### src/common/sei_defines.svh
// register indices, field masks, reset values for the management irq enable stage
`ifndef SEI_DEFINES_SVH
`define SEI_DEFINES_SVH
// register indices; byte address is four times the index
`define SEI_IDX_STATUS_SECOND 6'h11
`define SEI_IDX_STATUS_THIRD  6'h12
`define SEI_IDX_STATUS_FOURTH 6'h13
`define SEI_IDX_STATUS_FIFTH  6'h14
`define SEI_IDX_ENABLE_SECOND 6'h17
`define SEI_IDX_ENABLE_THIRD  6'h18
`define SEI_IDX_ENABLE_FOURTH 6'h19
`define SEI_IDX_ENABLE_FIFTH  6'h1a
`define SEI_IDX_RESERVED      6'h1b
// implemented bit masks
`define SEI_MASK_SECOND 8'hf7
`define SEI_MASK_SRC2   8'h17
`define SEI_MASK_THIRD  8'hf7
`define SEI_MASK_FOURTH 8'hff
`define SEI_MASK_FIFTH  8'hcf
// field positions in the second enable register
`define SEI_BIT_MOUSE   0
`define SEI_BIT_KBD     1
`define SEI_BIT_IR      2
`define SEI_BIT_PORT12  4
`define SEI_BIT_TO_PME  5
`define SEI_BIT_TO_SER  6
`define SEI_BIT_TO_PIN  7
// reset values
`define SEI_RST_BYTE    8'h00
// axi responses
`define SEI_RESP_OKAY   2'b00
`define SEI_RESP_SLVERR 2'b10
`endif

### src/common/sei_pkg.sv
// types shared by the management irq enable stage
`default_nettype none
package sei_pkg;
    typedef logic [7:0]  sei_byte_t;   // one register byte
    typedef logic [23:0] sei_src_t;    // gpio/fan sources, third..fifth
    typedef logic [5:0]  sei_idx_t;    // register index
endpackage : sei_pkg
`default_nettype wire

### src/rtl/sei_smi_route.sv
// management irq enable and routing stage with axi4-lite register slave
//
// Summary of operation
// - mouse, keyboard, infrared, port12 enables gate group
// - gpio and fan enables, one bit each
// - group routed to pin, serirq, pme independently
// - second enable bit 7 drives output pin
// - second enable bit 6 drives serial irq
// - second enable bit 5 feeds pme logic
// - register after fifth enable reads zero
// - gpio and fan status cleared by one
//
// The AXI4-Lite interface to the registers was decided locally.
`timescale 1ns/1ps
`default_nettype none
`include "sei_defines.svh"
module sei_smi_route (
    input  wire logic        aclk,
    input  wire logic        aresetn,
    // axi4-lite slave
    input  wire logic [31:0] s_axi_awaddr,
    input  wire logic        s_axi_awvalid,
    output logic             s_axi_awready,
    input  wire logic [31:0] s_axi_wdata,
    input  wire logic [3:0]  s_axi_wstrb,
    input  wire logic        s_axi_wvalid,
    output logic             s_axi_wready,
    output logic [1:0]       s_axi_bresp,
    output logic             s_axi_bvalid,
    input  wire logic        s_axi_bready,
    input  wire logic [31:0] s_axi_araddr,
    input  wire logic        s_axi_arvalid,
    output logic             s_axi_arready,
    output logic [31:0]      s_axi_rdata,
    output logic [1:0]       s_axi_rresp,
    output logic             s_axi_rvalid,
    input  wire logic        s_axi_rready,
    // level sources from on-chip logic, cleared at their origin
    input  wire logic        mouse_irq,
    input  wire logic        keyboard_irq,
    input  wire logic        infrared_irq,
    input  wire logic        port12_irq,
    // pin sources, asynchronous
    input  wire logic        gpio_pin_20,
    input  wire logic        gpio_pin_21,
    input  wire logic        gpio_pin_22,
    input  wire logic        gpio_pin_24,
    input  wire logic        gpio_pin_25,
    input  wire logic        gpio_pin_26,
    input  wire logic        gpio_pin_60,
    input  wire logic        gpio_pin_30,
    input  wire logic        gpio_pin_31,
    input  wire logic        gpio_pin_32,
    input  wire logic        gpio_pin_33,
    input  wire logic        gpio_pin_41,
    input  wire logic        gpio_pin_42,
    input  wire logic        gpio_pin_43,
    input  wire logic        gpio_pin_61,
    input  wire logic        gpio_pin_54,
    input  wire logic        gpio_pin_55,
    input  wire logic        gpio_pin_56,
    input  wire logic        gpio_pin_57,
    input  wire logic        fan_speed_input_a,
    input  wire logic        fan_speed_input_b,
    // routed outputs
    output logic             group_mgmt_irq,
    output logic             mgmt_irq_out_pin_n,
    output logic             group_to_serirq,
    output logic             group_to_pme
);

    // true for an index that holds a register (reserved one included)
    function automatic logic sei_mapped(input sei_pkg::sei_idx_t idx);
        case (idx)
            `SEI_IDX_STATUS_SECOND, `SEI_IDX_STATUS_THIRD,
            `SEI_IDX_STATUS_FOURTH, `SEI_IDX_STATUS_FIFTH,
            `SEI_IDX_ENABLE_SECOND, `SEI_IDX_ENABLE_THIRD,
            `SEI_IDX_ENABLE_FOURTH, `SEI_IDX_ENABLE_FIFTH,
            `SEI_IDX_RESERVED: sei_mapped = 1'b1;
            default:           sei_mapped = 1'b0;
        endcase
    endfunction : sei_mapped

    sei_pkg::sei_src_t  pin_raw;      // raw pins, reserved slots tied low
    sei_pkg::sei_src_t  sync1_r;      // first synchroniser stage
    sei_pkg::sei_src_t  sync2_r;      // second synchroniser stage
    sei_pkg::sei_src_t  prev_r;       // delayed copy for edge detection
    sei_pkg::sei_src_t  src_set;      // rising-edge events
    sei_pkg::sei_src_t  src_mask;     // implemented source positions
    sei_pkg::sei_src_t  status_r;     // sticky gpio/fan status
    sei_pkg::sei_src_t  status_nxt;   // next sticky status
    sei_pkg::sei_src_t  clr_vec;      // write-one-to-clear pulses
    sei_pkg::sei_byte_t en2_r;        // second enable register
    sei_pkg::sei_byte_t en3_r;        // third enable register
    sei_pkg::sei_byte_t en4_r;        // fourth enable register
    sei_pkg::sei_byte_t en5_r;        // fifth enable register
    sei_pkg::sei_byte_t src2;         // level sources in second layout
    logic               group_any;    // combined enabled request
    logic               aw_hold_r;    // write address captured
    logic               w_hold_r;     // write data captured
    sei_pkg::sei_idx_t  aw_idx_r;     // captured write index
    sei_pkg::sei_byte_t wdata_r;      // captured write byte
    logic               wstrb0_r;     // captured lane 0 strobe
    logic               wr_go;        // write performed this edge
    logic               wr_lane;      // write really stores a byte
    sei_pkg::sei_idx_t  ar_idx;       // read index
    sei_pkg::sei_byte_t rd_val;       // read value before the flop

    assign pin_raw = {fan_speed_input_b, fan_speed_input_a, 2'b00,
                      gpio_pin_57, gpio_pin_56, gpio_pin_55, gpio_pin_54,
                      gpio_pin_61, gpio_pin_43, gpio_pin_42, gpio_pin_41,
                      gpio_pin_33, gpio_pin_32, gpio_pin_31, gpio_pin_30,
                      gpio_pin_60, gpio_pin_26, gpio_pin_25, gpio_pin_24,
                      1'b0, gpio_pin_22, gpio_pin_21, gpio_pin_20};
    assign src_mask = {`SEI_MASK_FIFTH, `SEI_MASK_FOURTH, `SEI_MASK_THIRD};
    // two-flop synchroniser and edge detector per pin source
    genvar gi;
    generate
        for (gi = 0; gi < 24; gi++) begin : g_sync
            always_ff @(posedge aclk) begin
                if (!aresetn) begin
                    sync1_r[gi] <= 1'b0;
                    sync2_r[gi] <= 1'b0;
                    prev_r[gi]  <= 1'b0;
                end else begin
                    sync1_r[gi] <= pin_raw[gi];
                    sync2_r[gi] <= sync1_r[gi];
                    prev_r[gi]  <= sync2_r[gi];
                end
            end
            // reserved slots never raise an event
            assign src_set[gi] = sync2_r[gi] & ~prev_r[gi] & src_mask[gi];
        end
    endgenerate
    // write handshake: both channels held until the response is taken
    assign s_axi_awready = !aw_hold_r && !s_axi_bvalid;
    assign s_axi_wready  = !w_hold_r && !s_axi_bvalid;
    assign wr_go         = aw_hold_r && w_hold_r && !s_axi_bvalid;
    assign wr_lane       = wr_go && wstrb0_r;
    // capture write address
    always_ff @(posedge aclk) begin
        if (!aresetn) begin
            aw_hold_r <= 1'b0;
            aw_idx_r  <= 6'h00;
        end else if (s_axi_awvalid && s_axi_awready) begin
            aw_hold_r <= 1'b1;
            aw_idx_r  <= s_axi_awaddr[7:2];
        end else if (wr_go) begin
            aw_hold_r <= 1'b0;
        end
    end
    // capture write data, lane 0 only carries register bits
    always_ff @(posedge aclk) begin
        if (!aresetn) begin
            w_hold_r <= 1'b0;
            wdata_r  <= `SEI_RST_BYTE;
            wstrb0_r <= 1'b0;
        end else if (s_axi_wvalid && s_axi_wready) begin
            w_hold_r <= 1'b1;
            wdata_r  <= s_axi_wdata[7:0];
            wstrb0_r <= s_axi_wstrb[0];
        end else if (wr_go) begin
            w_hold_r <= 1'b0;
        end
    end
    // write response; unmapped address answers slverr
    always_ff @(posedge aclk) begin
        if (!aresetn) begin
            s_axi_bvalid <= 1'b0;
            s_axi_bresp  <= `SEI_RESP_OKAY;
        end else if (wr_go) begin
            s_axi_bvalid <= 1'b1;
            s_axi_bresp  <= sei_mapped(aw_idx_r) ? `SEI_RESP_OKAY : `SEI_RESP_SLVERR;
        end else if (s_axi_bready) begin
            s_axi_bvalid <= 1'b0;
        end
    end
    // enable registers; reserved bits cannot be set
    always_ff @(posedge aclk) begin
        if (!aresetn) begin
            en2_r <= `SEI_RST_BYTE;
            en3_r <= `SEI_RST_BYTE;
            en4_r <= `SEI_RST_BYTE;
            en5_r <= `SEI_RST_BYTE;
        end else if (wr_lane) begin
            case (aw_idx_r)
                `SEI_IDX_ENABLE_SECOND: en2_r <= wdata_r & `SEI_MASK_SECOND;
                `SEI_IDX_ENABLE_THIRD:  en3_r <= wdata_r & `SEI_MASK_THIRD;
                `SEI_IDX_ENABLE_FOURTH: en4_r <= wdata_r & `SEI_MASK_FOURTH;
                `SEI_IDX_ENABLE_FIFTH:  en5_r <= wdata_r & `SEI_MASK_FIFTH;
                // reserved index and the rest: write ignored
                default: ;
            endcase
        end
    end
    // clear pulses from writes of one to a status register
    always_comb begin
        clr_vec = 24'h00_0000;
        if (wr_lane) begin
            case (aw_idx_r)
                `SEI_IDX_STATUS_THIRD:  clr_vec[7:0]   = wdata_r;
                `SEI_IDX_STATUS_FOURTH: clr_vec[15:8]  = wdata_r;
                `SEI_IDX_STATUS_FIFTH:  clr_vec[23:16] = wdata_r;
                default:                clr_vec        = 24'h00_0000;
            endcase
        end
    end
    // sticky status: an edge in the clearing cycle survives the clear
    assign status_nxt = ((status_r & ~clr_vec) | src_set) & src_mask;
    always_ff @(posedge aclk) begin
        if (!aresetn) begin
            status_r <= 24'h00_0000;
        end else begin
            status_r <= status_nxt;
        end
    end
    // level sources placed at their enable positions
    always_comb begin
        src2                  = `SEI_RST_BYTE;
        src2[`SEI_BIT_MOUSE]  = mouse_irq;
        src2[`SEI_BIT_KBD]    = keyboard_irq;
        src2[`SEI_BIT_IR]     = infrared_irq;
        src2[`SEI_BIT_PORT12] = port12_irq;
    end
    // combine every enabled flag into one group request
    assign group_any = |(src2 & en2_r & `SEI_MASK_SRC2)
                     | |(status_r & {en5_r, en4_r, en3_r});
    // registered group request and its three destinations
    always_ff @(posedge aclk) begin
        if (!aresetn) begin
            group_mgmt_irq     <= 1'b0;
            mgmt_irq_out_pin_n <= 1'b1;
            group_to_serirq    <= 1'b0;
            group_to_pme       <= 1'b0;
        end else begin
            group_mgmt_irq     <= group_any;
            mgmt_irq_out_pin_n <= !(group_any && en2_r[`SEI_BIT_TO_PIN]);
            group_to_serirq    <= group_any && en2_r[`SEI_BIT_TO_SER];
            group_to_pme       <= group_any && en2_r[`SEI_BIT_TO_PME];
        end
    end
    // read path: one request at a time, data one edge after address
    assign s_axi_arready = !s_axi_rvalid;
    assign ar_idx        = s_axi_araddr[7:2];

    always_comb begin
        case (ar_idx)
            `SEI_IDX_STATUS_SECOND: rd_val = src2;
            `SEI_IDX_STATUS_THIRD:  rd_val = status_r[7:0];
            `SEI_IDX_STATUS_FOURTH: rd_val = status_r[15:8];
            `SEI_IDX_STATUS_FIFTH:  rd_val = status_r[23:16];
            `SEI_IDX_ENABLE_SECOND: rd_val = en2_r;
            `SEI_IDX_ENABLE_THIRD:  rd_val = en3_r;
            `SEI_IDX_ENABLE_FOURTH: rd_val = en4_r;
            `SEI_IDX_ENABLE_FIFTH:  rd_val = en5_r;
            default:                rd_val = `SEI_RST_BYTE;
        endcase
    end

    // read data register; upper bits always zero
    always_ff @(posedge aclk) begin
        if (!aresetn) begin
            s_axi_rvalid <= 1'b0;
            s_axi_rdata  <= 32'h0000_0000;
            s_axi_rresp  <= `SEI_RESP_OKAY;
        end else if (s_axi_arvalid && s_axi_arready) begin
            s_axi_rvalid <= 1'b1;
            s_axi_rdata  <= {24'h00_0000, rd_val};
            s_axi_rresp  <= sei_mapped(ar_idx) ? `SEI_RESP_OKAY : `SEI_RESP_SLVERR;
        end else if (s_axi_rready) begin
            s_axi_rvalid <= 1'b0;
        end
    end
endmodule : sei_smi_route
`default_nettype wire

### config.mk
export PLATFORM = sky130hd
export DESIGN_NAME = sei_smi_route
export DESIGN_NICKNAME = d
export VERILOG_FILES = /design/src/common/sei_pkg.sv /design/src/rtl/sei_smi_route.sv
export VERILOG_INCLUDE_DIRS = /design/src /design/src/common
export SDC_FILE = /design/constraint.sdc
export NUM_CORES = 1
export LEC_CHECK = 0
export BUFFER_PORTS_ARGS = -buffer_cell sky130_fd_sc_hd__buf_2
export CORE_MARGIN = 3
export CORE_UTILIZATION = 45
export DETAILED_ROUTE_END_ITERATION = 16
export GPL_TIMING_DRIVEN = 0
export PLACE_DENSITY = 0.75
export SKIP_CTS_REPAIR_TIMING = 1
export SLEW_MARGIN = 20
export SYNTH_ARGS = -nofsm -noshare
export SYNTH_HDL_FRONTEND = slang
export SYNTH_SLANG_ARGS = --single-unit
export TNS_END_PERCENT = 20
### constraint.sdc
create_clock -name aclk -period 1.7 [get_ports aclk]
set_input_delay 0 -clock aclk [delete_from_list [all_inputs] [get_ports aclk]]
set_output_delay 0 -clock aclk [all_outputs]
set_load 0.01 [all_outputs]
==> results of run 1 <==
## final cells by class
class | count | share of cell area (%)
multi-input combinational | 386 | 34.8
sequential | 146 | 39.2
clock inverter | 10 | 1.36
timing repair buffer | 117 | 10.7
buffer | 52 | 4.22
tap | 168 | 2.81
clock buffer | 22 | 6.48
inverter | 9 | 0.452
## registers in the layout, summed over array words and instances (netlist names), 6 cells and up, named ones only
register     cells
aw_idx_r         6
en2_r            7
en3_r            7
en4_r            8
en5_r            6
prev_r          21
s_axi_rdata      8
status_r        21
sync1_r         21
sync2_r         21
wdata_r          8
## path summary, 6_finish.rpt
path / start / end / cells past startpoint / slack (ns)
hold / removal: infrared_irq / s_axi_rdata[2] / 4 / -0.03
setup reg to reg: s_axi_bvalid / register / 7 / -0.04
setup / recovery: s_axi_bvalid / register / 7 / -0.04
hold reg to reg: en2_r[7] / mgmt_irq_out_pin_n / 1 / 0.42
## metrics by stage
step | TNS, ns | setup WS (ns) | utilization [%] | power (W) | hold WS (ns)
5_1_grt | -0.164 | -0.164 | 61.0 | 0.00812 | 0.0234
3_3_place_gp | -0.512 | -0.366 | 52.3 | 0.00418 | 0.205
3_5_place_dp | -1.08 | -0.406 | 52.3 | 0.00419 | 0.209
6_report | -0.0419 | -0.0419 | 61.0 | 0.00782 | -0.0332
2_1_floorplan | 0 | 0.0134 | - | 0.00400 | 0.127
4_1_cts | -0.221 | -0.197 | 57.1 | 0.00779 | -0.235
## per-layer routing
metal,wire length [um],global-route usage (%)
met4,368,9.56
met2,7090,32.9
met3,858,5.51
met5,0,0
met1,6190,23.8
## placed cells by master, fill, tap and decap left out, drive strengths merged, types with 8 or more instances in the layout
cell type    instances
and2                68
clkbuf              44
nor2b               41
a21boi              34
mux2i               33
a22o                10
nand2               37
a22oi               23
dfxtp              146
inv                 10
buf                108
nand3                8
nand2b              22
conb                26
dlygate4sd3         39
o21ai               23
## kinds of logic (layout without fill, tap and decap cells)
logic type	count (synthesis)	count (layout)
and+or+nand+nor	207	207
DFF	146	146
AOI/OAI and AO/OA	114	114
buffers and inverters	61	210
muxes	34	34
adders and majority gates	5	5
other	1	26
## power breakdown
part	leakage, nW	internal [W]	switching [W]
combinational	1.79	0.000310	0.000261
sequential	1.20	0.00355	0.000106
clock	0.284	0.00218	0.00142
total	3.27	0.00604	0.00178
## worst register-to-register path, delay by kind of cell, from the launching register on
| family | cells | cell delay, ns |
|---|---|---|
| buf+inv | 1 | 0.06 |
| compound gates | 1 | 0.16 |
| flops | 1 | 0.37 |
| mux | 1 | 0.12 |
| simple gates | 3 | 0.67 |
| fa+ha+maj | 1 | 0.26 |
==> results by group, run 1 <==
Route
  • Via count: 4478
  • TritonRoute pass-1 iters: 4
  • Final wirelength: 14.5 mm
  • Iter 0 DRT Violations: 307
  • Routed length per placed instance: 15.9 um
  • Antenna Violating Nets Remaining: 0
  • Vias per inst: 4.92
  • Post-route DRC: 0

Floorplanning
  • Die area: 14200 um2
  • Io pins: 177
  • Initial Util: 46.9%
  • Row cnt: 40
  • Die width: 119 um
  • Core area: 12300 um2
  • Die Ht: 119 um

Timing
  • Slew @ Worst Pin: 0.534 ns
  • FMAX: 574 MHz
  • Fin Clk Skew: 0.0134 ns
  • Period utilization: 102%
  • Final Hold Fails: 1
  • Worst relative slew slack: 64.4%
  • Setup violations, final: 1
  • Slew Viols, Final: 0
  • Final Critical Period: 1.74 ns
  • Final hold slack: -0.0332 ns
  • RSZ-0062 raised after global routing: yes
  • Final setup slack of the worst path: -0.0419 ns

Synth
  • Proportion of synthesized area in mux cells: 5.93%
  • Synth Area in Compound Gates: 14.4%
  • Most used DFF post-synth: dfxtp_1
  • Netlist Area Pre-Place: 5760 um2
  • Largest area contributor in the netlist: dfxtp_1
  • Avg Cell Area, Syn: 10.1 um2
  • Xor/xnor share of the synthesized area: 0%
  • Share of synthesized flip-flops with an asynchronous set or reset: 0%
  • Top post-synthesis cells by count: dfxtp_1 (146), and2_1 (68), nor2b_1 (40)
  • Largest family of logic cells by synthesized area: simple AND/OR/NAND/NOR gates
  • Synth Warn #: 0
  • Synth Area in Simple Gates: 21.7%
  • Synth top area share: 50.8%
  • Most numerous cell in the Yosys netlist: dfxtp_1
  • Syn Inst Count: 568
  • Area contributors post-synth: dfxtp_1 (51%), and2_1 (7.4%), mux2i_1 (5.7%)
  • Post-synth EDFFs: 0
  • Adder-Cell Fraction of Synth Area: 1.09%
  • Synth cell types: 50
  • Seq/Total Area, Yosys: 50.8%
  • FF+latch count, synth: 146

CTS
  • Clock Latency Late Sink: 0.42 ns
  • CTS Sinks: 146
  • TritonCTS clock tree: yes
  • Reg clk slew, reported paths: 0.06 ns
  • H-tree level count: 4
  • CTS root buf: clkbuf_16
  • CTS Buf Count: 17
  • Clock buffer depth: 2

Placed design
  • Placer's final routability congestion estimate: 0.937
  • Post-detail-place hpwl: 10.4 mm
  • Placed Area: 6420 um2
  • PortBufs: 71
  • Placed cell count: 832

Final layout
  • Area taken by multi-input logic gates: 2610 um2
  • Layout area overhead: 29.9%
  • Post-route design area: 7480 um2
  • Register Area: 2930 um2
  • Non-filler cells, final: 910
  • Ant diodes: 0
  • Layout cells sized above 1: 21.3%
  • Fill count: 1005
  • # nets final: 866

GRT
  • Total congestion overflow: 0
  • Initial antenna violation count: 0
  • Tot GR Track Use: 19.9%
  • Vias in the first global route: 4280
  • First-pass GRT wire length: 21.8 mm
  • Largest net degree at the start of global routing: 17

Setup path
  • CP top delay family: simple AND/OR/NAND/NOR gates
  • Critical Path AT: 2.05 ns
  • CP Capture Type: register
  • Slowest CP cell: dfxtp_4
  • Buf/Inv on CP: 1
  • Worst Path Required: 2.01 ns
  • Max FO, Critical Path: 7
  • Crit path kind: register to register
  • CP max stage delay: 0.37 ns
  • Crit-path cells: nor3b_4, mux2i_1, nor2b_1, inv_1, ha_1, and3b_1, o21a_1
  • Setup crit start kind: register

Run
  • Max-cap violation count: 0

Min path
  • Tightest Hold Check Type: primary input to register

Power and ir drop
  • Maximum VDD drop: 0.944 mV
  • PwrDens: 1050 nW/um2
  • Leak pwr: 3.27 nW

Run status
  • Status: finished with violations
  • Failing checks: negative hold slack, negative setup slack
(Power assumes the default switching activity.)
==> run 2: changes to the inputs <==
--- a/config.mk
+++ b/config.mk
@@ -6,9 +6,12 @@
 export SDC_FILE = /design/constraint.sdc
 export NUM_CORES = 1
 export LEC_CHECK = 0
+export ABC_AREA = 1
 export BUFFER_PORTS_ARGS = -buffer_cell sky130_fd_sc_hd__buf_2
 export CORE_MARGIN = 3
 export CORE_UTILIZATION = 45
+export CTS_BUF_LIST = sky130_fd_sc_hd__clkbuf_4
+export CTS_CLUSTER_DIAMETER = 100
 export DETAILED_ROUTE_END_ITERATION = 16
 export GPL_TIMING_DRIVEN = 0
 export PLACE_DENSITY = 0.75
==> run 2 against run 1 <==
  * Sequential share of layout area rose by 1.3 points
  * Die area fell by 0.17%
  * Largest power group unchanged
  * Clock-buffer cell count fell by 5
  * Largest cell class unchanged
  * The run ends with negative hold slack left
==> results by group, run 2 <==
CTS
  • H-tree level count: 4 (unchanged)
  • Clock Latency Late Sink: 0.56 ns (+0.14 ns)
  • CTS Sinks: 146 (unchanged)
  • TritonCTS clock tree: yes
  • CTS root buf: clkbuf_4
  • Clock buffer depth: 2 (unchanged)
  • Reg clk slew, reported paths: 0.14 ns (+0.08 ns)
  • CTS Buf Count: 17 (unchanged)

GRT
  • Vias in the first global route: 4311 (+0.72%)
  • Total congestion overflow: 0 (unchanged)
  • Most used routing layer: met2
  • Tot GR Track Use: 18.6% (-1.3 points)
  • Met3 Usage GRT: 4.99% (-0.52 points)
  • Met2 global-route usage: 30.9% (-2.0 points)
  • Met1 Use GR: 23.9% (+0.14 points)
  • Largest net degree at the start of global routing: 17 (unchanged)
  • First-pass GRT wire length: 20.9 mm (-4.4%)
  • Initial antenna violation count: 0 (unchanged)

Floorplanning
  • Io pins: 177 (unchanged)
  • Die area: 14200 um2 (-0.17%)
  • Row cnt: 40 (unchanged)
  • Initial Util: 46.9% (-0.082 points)
  • Die width: 119 um (about the same)
  • Core area: 12300 um2 (unchanged)
  • Die Ht: 119 um (about the same)

Setup path
  • FF-to-FF path depth: 11 (+4)
  • Reg-to-Reg Start: s_axi_bvalid
  • Most Frequent Cell on Critical Path: nor2_1
  • Crit-path cells: nor2_4, nand2_2, buf_6, inv_4, nor2_1, nor3_2, inv_1, ha_1, nor2_1, nor2_1, nor2_1
  • Buf/Inv on CP: 3 (+2)
  • Crit path kind: register to register
  • Cell depth of the worst setup path: 11 (+4)
  • Flop-to-flop setup slack: 0.06 ns (+0.11 ns)
  • CP max stage delay: 0.39 ns (+0.02 ns)
  • Worst Path Required: 2.19 ns (+0.18 ns)
  • Critical Path AT: 2.13 ns (+0.08 ns)
  • Slowest CP cell: dfxtp_4
  • Setup crit start kind: register
  • CP top delay family: simple AND/OR/NAND/NOR gates
  • Max FO, Critical Path: 8 (+1)
  • CP Capture Type: register

Synth
  • FF+latch count, synth: 146 (unchanged)
  • Synth Warn #: 0 (unchanged)
  • Synth cell types: 30 (-40%)
  • Seq/Total Area, Yosys: 50.9% (+0.088 points)
  • Post-synth EDFFs: 0 (unchanged)
  • Netlist Area Pre-Place: 5750 um2 (-0.17%)
  • Synth top area share: 50.9% (+0.088 points)
  • Avg Cell Area, Syn: 7.56 um2 (-25%)
  • Top post-synthesis cells by count: nand2_1 (204), dfxtp_1 (146), inv_1 (104)
  • Largest area contributor in the netlist: dfxtp_1
  • Share of synthesized flip-flops with an asynchronous set or reset: 0% (unchanged)
  • Syn Inst Count: 760 (+34%)
  • Most numerous cell in the Yosys netlist: nand2_1
  • Most used DFF post-synth: dfxtp_1
  • Area contributors post-synth: dfxtp_1 (51%), nand2_1 (13%), inv_1 (6.8%)

Route
  • Antenna Violating Nets Remaining: 0 (unchanged)
  • Via count: 5051 (+13%)
  • Vias per inst: 4.57 (-7.1%)
  • Post-route DRC: 0 (unchanged)
  • Iter 0 DRT Violations: 426 (+39%)
  • TritonRoute pass-1 iters: 8 (+4)
  • Routed length per placed instance: 12.6 um (-21%)
  • Final wirelength: 13.9 mm (-4.3%)

Min path
  • Tightest Hold Check Type: primary input to register
  • Hold path endpoint: s_axi_rdata[4]
  • Hold depth: 7 (+3)
  • HP Start: port12_irq

Timing
  • Slew Viols, Final: 0 (unchanged)
  • Final hold slack: -0.0117 ns (+0.0214 ns)
  • Worst relative slew slack: 65.3% (+0.94 points)
  • Fin Clk Skew: 0.0167 ns (+0.00336 ns)
  • Period utilization: 96.2% (-6.2 points)
  • Setup violations, final: 0 (-1)
  • RSZ-0062 raised after global routing: yes
  • Slew @ Worst Pin: 0.520 ns (-0.0141 ns)
  • FMAX: 611 MHz (+6.5%)
  • Fin Setup TNS: 0 ns (+0.0419 ns)
  • Final Critical Period: 1.64 ns (-0.106 ns)
  • Final Hold Fails: 2 (+1)

Placed design
  • Placed Area: 6400 um2 (-0.21%)
  • PortBufs: 70 (-1.4%)
  • Placer's final routability congestion estimate: 0.973 (+3.8%)
  • Post-detail-place hpwl: 10.1 mm (-3.3%)

Power and ir drop
  • Leak pwr: 3.66 nW (+12%)
  • Maximum VDD drop: 0.665 mV (-30%)
  • Total power: 0.00655 W (-16%)
  • PwrDens: 906 nW/um2 (-13%)

Final layout
  • Area taken by multi-input logic gates: 2200 um2 (-15%)
  • Ant diodes: 0 (unchanged)
  • Post-route design area: 7230 um2 (-3.3%)
  • Layout area overhead: 25.8%
  • Layout cells sized above 1: 18.4% (-2.9 points)
  • # nets final: 1061 (+23%)
  • Fill count: 1121 (+12%)
  • Most common cell after layout, fill and taps aside: nand2_1
  • Most frequent cells in the layout: nand2_1 (203), dfxtp_1 (144), inv_1 (103)
  • Register Area: 2930 um2 (about the same)

Run
  • Max-cap violation count: 0 (unchanged)

Run status
  • Failing checks: negative hold slack
  • Status: finished with violations
==> run 2: changes by cell type in the layout (fill, tap and decap cells not counted), sizes merged, moves of 31 or more <==
cell,change
nand2,+168
inv,+104
and2,-68
nor2,+58
a21oi,+45
nor2b,-41
o21ai,+39
a21boi,-34
mux2i,-33
nand3,+31
==> run 2: cells by family (layout without fill, tap and decap cells) <==
| logic type | Yosys count | in the layout | synth area share [%] |
|---|---|---|---|
| buffers and inverters | 160 | 312 | 12.8 |
| other | 1 | 26 | 0.0653 |
| AND/OR/NAND/NOR | 334 | 334 | 25.1 |
| flip-flops | 146 | 146 | 50.9 |
| adder cells (fa/ha/maj) | 5 | 5 | 1.09 |
| AO/OA/AOI/OAI | 114 | 114 | 10.1 |
==> run 2: layout make-up <==
cell class,instances,share of cell area (%)
clock inverter,15,2.41
inverter,109,5.73
sequential,146,40.5
multi-input combinational,479,30.5
timing repair buffer,121,11.7
tap,168,2.91
clock buffer,17,1.77
buffer,50,4.48
==> run 2: stage by stage <==
stage / instances / utilization [%] / setup slack [ns]
after floorplan: 785 / - / 0.0366
final: 1105 / 58.9 / 0.0642
after global routing: 1105 / 58.9 / -0.0753
after CTS: 1055 / 54.7 / -0.0852
after detailed placement: 1023 / 52.2 / -0.0257
after global placement: 1023 / 52.2 / -0.00459
==> run 2: how the worst max path moves through the flow <==
stage / start / end / slack, ns
floorplan: s_axi_bvalid / register / 0.04
global placement: s_axi_bvalid / register / -0.005
detailed placement: s_axi_bvalid / register / -0.03
CTS: s_axi_bvalid / register / -0.09
global route: s_axi_bvalid / register / -0.08
finish: s_axi_bvalid / register / 0.06
==> run 2: routing by layer <==
metal / up-vias / part of all wire, %
met2: 179 / 47
met5: - / 0
met1: 2179 / 45
met4: 0 / 2.1
met3: 35 / 5.9
li1: 2658 / -
==> run 2: power breakdown <==
part / switching, W / leakage (nW) / internal (W)
clock: 0.00135 / 0.158 / 0.000914
combinational: 0.000363 / 2.30 / 0.000285
sequential: 0.0000877 / 1.20 / 0.00356
total: 0.00180 / 3.66 / 0.00476
==> run 2: tightest hold or removal path, delay by kind of cell <==
family,cells,cell delay (ns)
buf+inv,1,0.11
simple gates,5,0.34
compound gates,1,0.05
==> run 3: changes to the inputs <==
--- a/config.mk
+++ b/config.mk
@@ -14,9 +14,10 @@
 export CTS_CLUSTER_DIAMETER = 100
 export DETAILED_ROUTE_END_ITERATION = 16
 export GPL_TIMING_DRIVEN = 0
-export PLACE_DENSITY = 0.75
+export HOLD_SLACK_MARGIN = 0.12
+export PLACE_DENSITY = 0.73
 export SKIP_CTS_REPAIR_TIMING = 1
-export SLEW_MARGIN = 20
+export SLEW_MARGIN = 40
 export SYNTH_ARGS = -nofsm -noshare
 export SYNTH_HDL_FRONTEND = slang
 export SYNTH_SLANG_ARGS = --single-unit
==> constraint.sdc (replaced) <==
create_clock -name aclk -period 1.95 [get_ports aclk]
set_input_delay 0 -clock aclk [delete_from_list [all_inputs] [get_ports aclk]]
set_output_delay 0 -clock aclk [all_outputs]
set_load 0.01 [all_outputs]
==> run 3 against run 2 <==
  * The flow now finishes without violations
  * Fmax fell by 12%
  * Worst setup slack gained 0.020 ns
  * Largest cell class unchanged
  * Clock power shrank 15%
  * Worst hold slack improved by 0.11 ns
  * Critical path type unchanged
  * Sequential share of layout area is 0.67 points lower
  * Clock skew up 0.0071 ns
  * Via count increased by 2.7%
  * Register-to-register slack better by 0.02 ns
  * Utilization rose by 0.89 points
==> results by group, run 3 (synthesis gave the netlist of run 2 again) <==
Run status
  • Status: finished, final reports clean

Floorplanning
  • Core area: 12300 um2 (unchanged)
  • Io pins: 177 (unchanged)
  • Die width: 119 um (unchanged)
  • Initial Util: 46.9% (unchanged)
  • Row cnt: 40 (unchanged)
  • Die area: 14200 um2 (unchanged)
  • Die Ht: 119 um (unchanged)

Placed design
  • Placed cell count: 1023 (unchanged)
  • PortBufs: 70 (unchanged)
  • Post-detail-place hpwl: 9.96 mm (-1.4%)
  • Placer's final routability congestion estimate: 0.947 (-2.7%)

Setup path
  • Crit path kind: register to register
  • Max FO, Critical Path: 10 (+2)
  • Worst Path Required: 2.43 ns (+0.24 ns)
  • Setup crit start kind: register
  • Flop-to-flop setup slack: 0.08 ns (+0.02 ns)
  • Critical Path AT: 2.35 ns (+0.22 ns)
  • CP Capture Type: register

Timing
  • Worst relative slew slack: 66.1% (+0.73 points)
  • Setup violations, final: 0 (unchanged)
  • Final hold slack: 0.0988 ns (+0.111 ns)
  • Slew @ Worst Pin: 0.509 ns (-0.0109 ns)
  • Slew Viols, Final: 0 (unchanged)
  • Period utilization: 95.7% (-0.54 points)
  • Final Critical Period: 1.87 ns (+0.230 ns)
  • FMAX: 536 MHz (-12%)
  • Fin Clk Skew: 0.0238 ns (+0.00710 ns)
  • Final Hold Fails: 0 (-2)

Final layout
  • Most frequent cells in the layout: nand2_1 (204), dfxtp_1 (146), inv_1 (104)
  • # nets final: 1075 (+1.3%)
  • Register Area: 2920 um2 (-0.17%)
  • Fill count: 1109 (-1.1%)
  • Non-filler cells, final: 1120 (+1.4%)
  • Layout cells sized above 1: 16.8% (-1.5 points)
  • Layout area overhead: 27.7%
  • Area taken by multi-input logic gates: 2190 um2 (-0.68%)
  • Most common cell after layout, fill and taps aside: nand2_1

Route
  • TritonRoute pass-1 iters: 5 (-3)
  • Antenna Violating Nets Remaining: 0 (unchanged)
  • Post-route DRC: 0 (unchanged)
  • Vias per inst: 4.63 (+1.4%)
  • Via count: 5189 (+2.7%)
  • Iter 0 DRT Violations: 329 (-23%)
  • Routed length per placed instance: 12.6 um (+0.20%)
  • Final wirelength: 14.1 mm (+1.6%)

CTS
  • CTS Buf Count: 17 (unchanged)
  • Clock buffer depth: 2 (unchanged)
  • Clock Latency Late Sink: 0.54 ns (-0.02 ns)
  • H-tree level count: 4 (unchanged)
  • TritonCTS clock tree: yes
  • CTS root buf: clkbuf_4
  • CTS Sinks: 146 (unchanged)
  • Reg clk slew, reported paths: 0.14 ns (about the same)

GRT
  • Vias in the first global route: 4347 (+0.84%)
  • First-pass GRT wire length: 20.9 mm (+0.13%)
  • Initial antenna violation count: 1 (+1)
  • Tot GR Track Use: 18.6% (+0.055 points)
  • Total congestion overflow: 0 (unchanged)
  • Largest net degree at the start of global routing: 17 (unchanged)

Power and ir drop
  • PwrDens: 772 nW/um2 (-15%)
  • Maximum VDD drop: 0.629 mV (-5.5%)
  • Internal power: 0.00415 W (-13%)
  • Leak pwr: 3.70 nW (+1.1%)
  • Reg power frac: 56.0% (+0.4 points)
  • Clock power frac: 33.8% (-0.7 points)
  • P_sw: 0.00152 W (-16%)
  • Logic pwr share: 10.2% (+0.3 points)
  • Switching Share: 26.7% (-0.68 points)

Run
  • Max-cap violation count: 0 (unchanged)

Min path
  • Tightest Hold Check Type: primary input to register
==> run 3: cell count changes in the layout (fill, tap and decap cells not counted), moves of 2 or more <==
cell	change
dfxtp_1	+2
dlygate4sd3_1	+18
buf_4	-4
inv_6	-2
==> run 3: metal layers <==
| metal | global-route usage, % | routed length [um] | vias up |
|---|---|---|---|
| met5 | 0 | 0 | - |
| met4 | 7.31 | 398 | 0 |
| met3 | 4.84 | 1080 | 38 |
| met2 | 29.7 | 6570 | 213 |
| met1 | 24.2 | 6050 | 2258 |
| li1 | - | - | 2680 |
==> run 3: critical path: stages (launching register included) <==
cell	delay, ns
dfxtp_1	0.38
nor2_1	0.17
nand2_1	0.09
buf_4	0.17
inv_1	0.10
nor2_1	0.05
nor3_1	0.23
dlygate4sd3_1	0.60
==> run 3: final timing paths <==
path,cells after the start,to,start
max,7,aw_idx_r[0],s_axi_bvalid
min,4,wdata_r[6],s_axi_wvalid
max reg2reg,7,aw_idx_r[0],s_axi_bvalid
min reg2reg,1,status_r[5],prev_r[5]
==> run 3: power groups by stage <==
| stage | clock network (W) | logic, W | registers [W] |
|---|---|---|---|
| global placement | 0 | 0.000448 | 0.00324 |
| finish | 0.00191 | 0.000576 | 0.00318 |
| detailed placement | 0 | 0.000456 | 0.00324 |
| floorplan | 0 | 0.000308 | 0.00321 |
| CTS | 0.00195 | 0.000459 | 0.00317 |
| global route | 0.00209 | 0.000645 | 0.00319 |
==> run 3: area by class of cell <==
class	count	area share, %
inverters	109	5.61
repair buffers	134	13.5
plain buffers	51	4.42
well taps	168	2.86
flip-flops and latches	146	39.8
clock buffers	18	1.84
multi-input cells	479	29.8
diodes	1	0.0341
clock inverters	14	2.08
==> run 3: stage by stage <==
stage	utilization [%]	setup TNS (ns)	total power, W	setup WS [ns]	cell area, um2
2_1_floorplan	-	0	0.00352	0.230	5840
3_3_place_gp	52.2	0	0.00369	0.209	6400
3_5_place_dp	52.2	0	0.00370	0.218	6400
4_1_cts	54.6	0	0.00558	0.183	6690
5_1_grt	59.8	-0.0929	0.00592	-0.0662	7340
6_report	59.8	0	0.00567	0.0842	7340
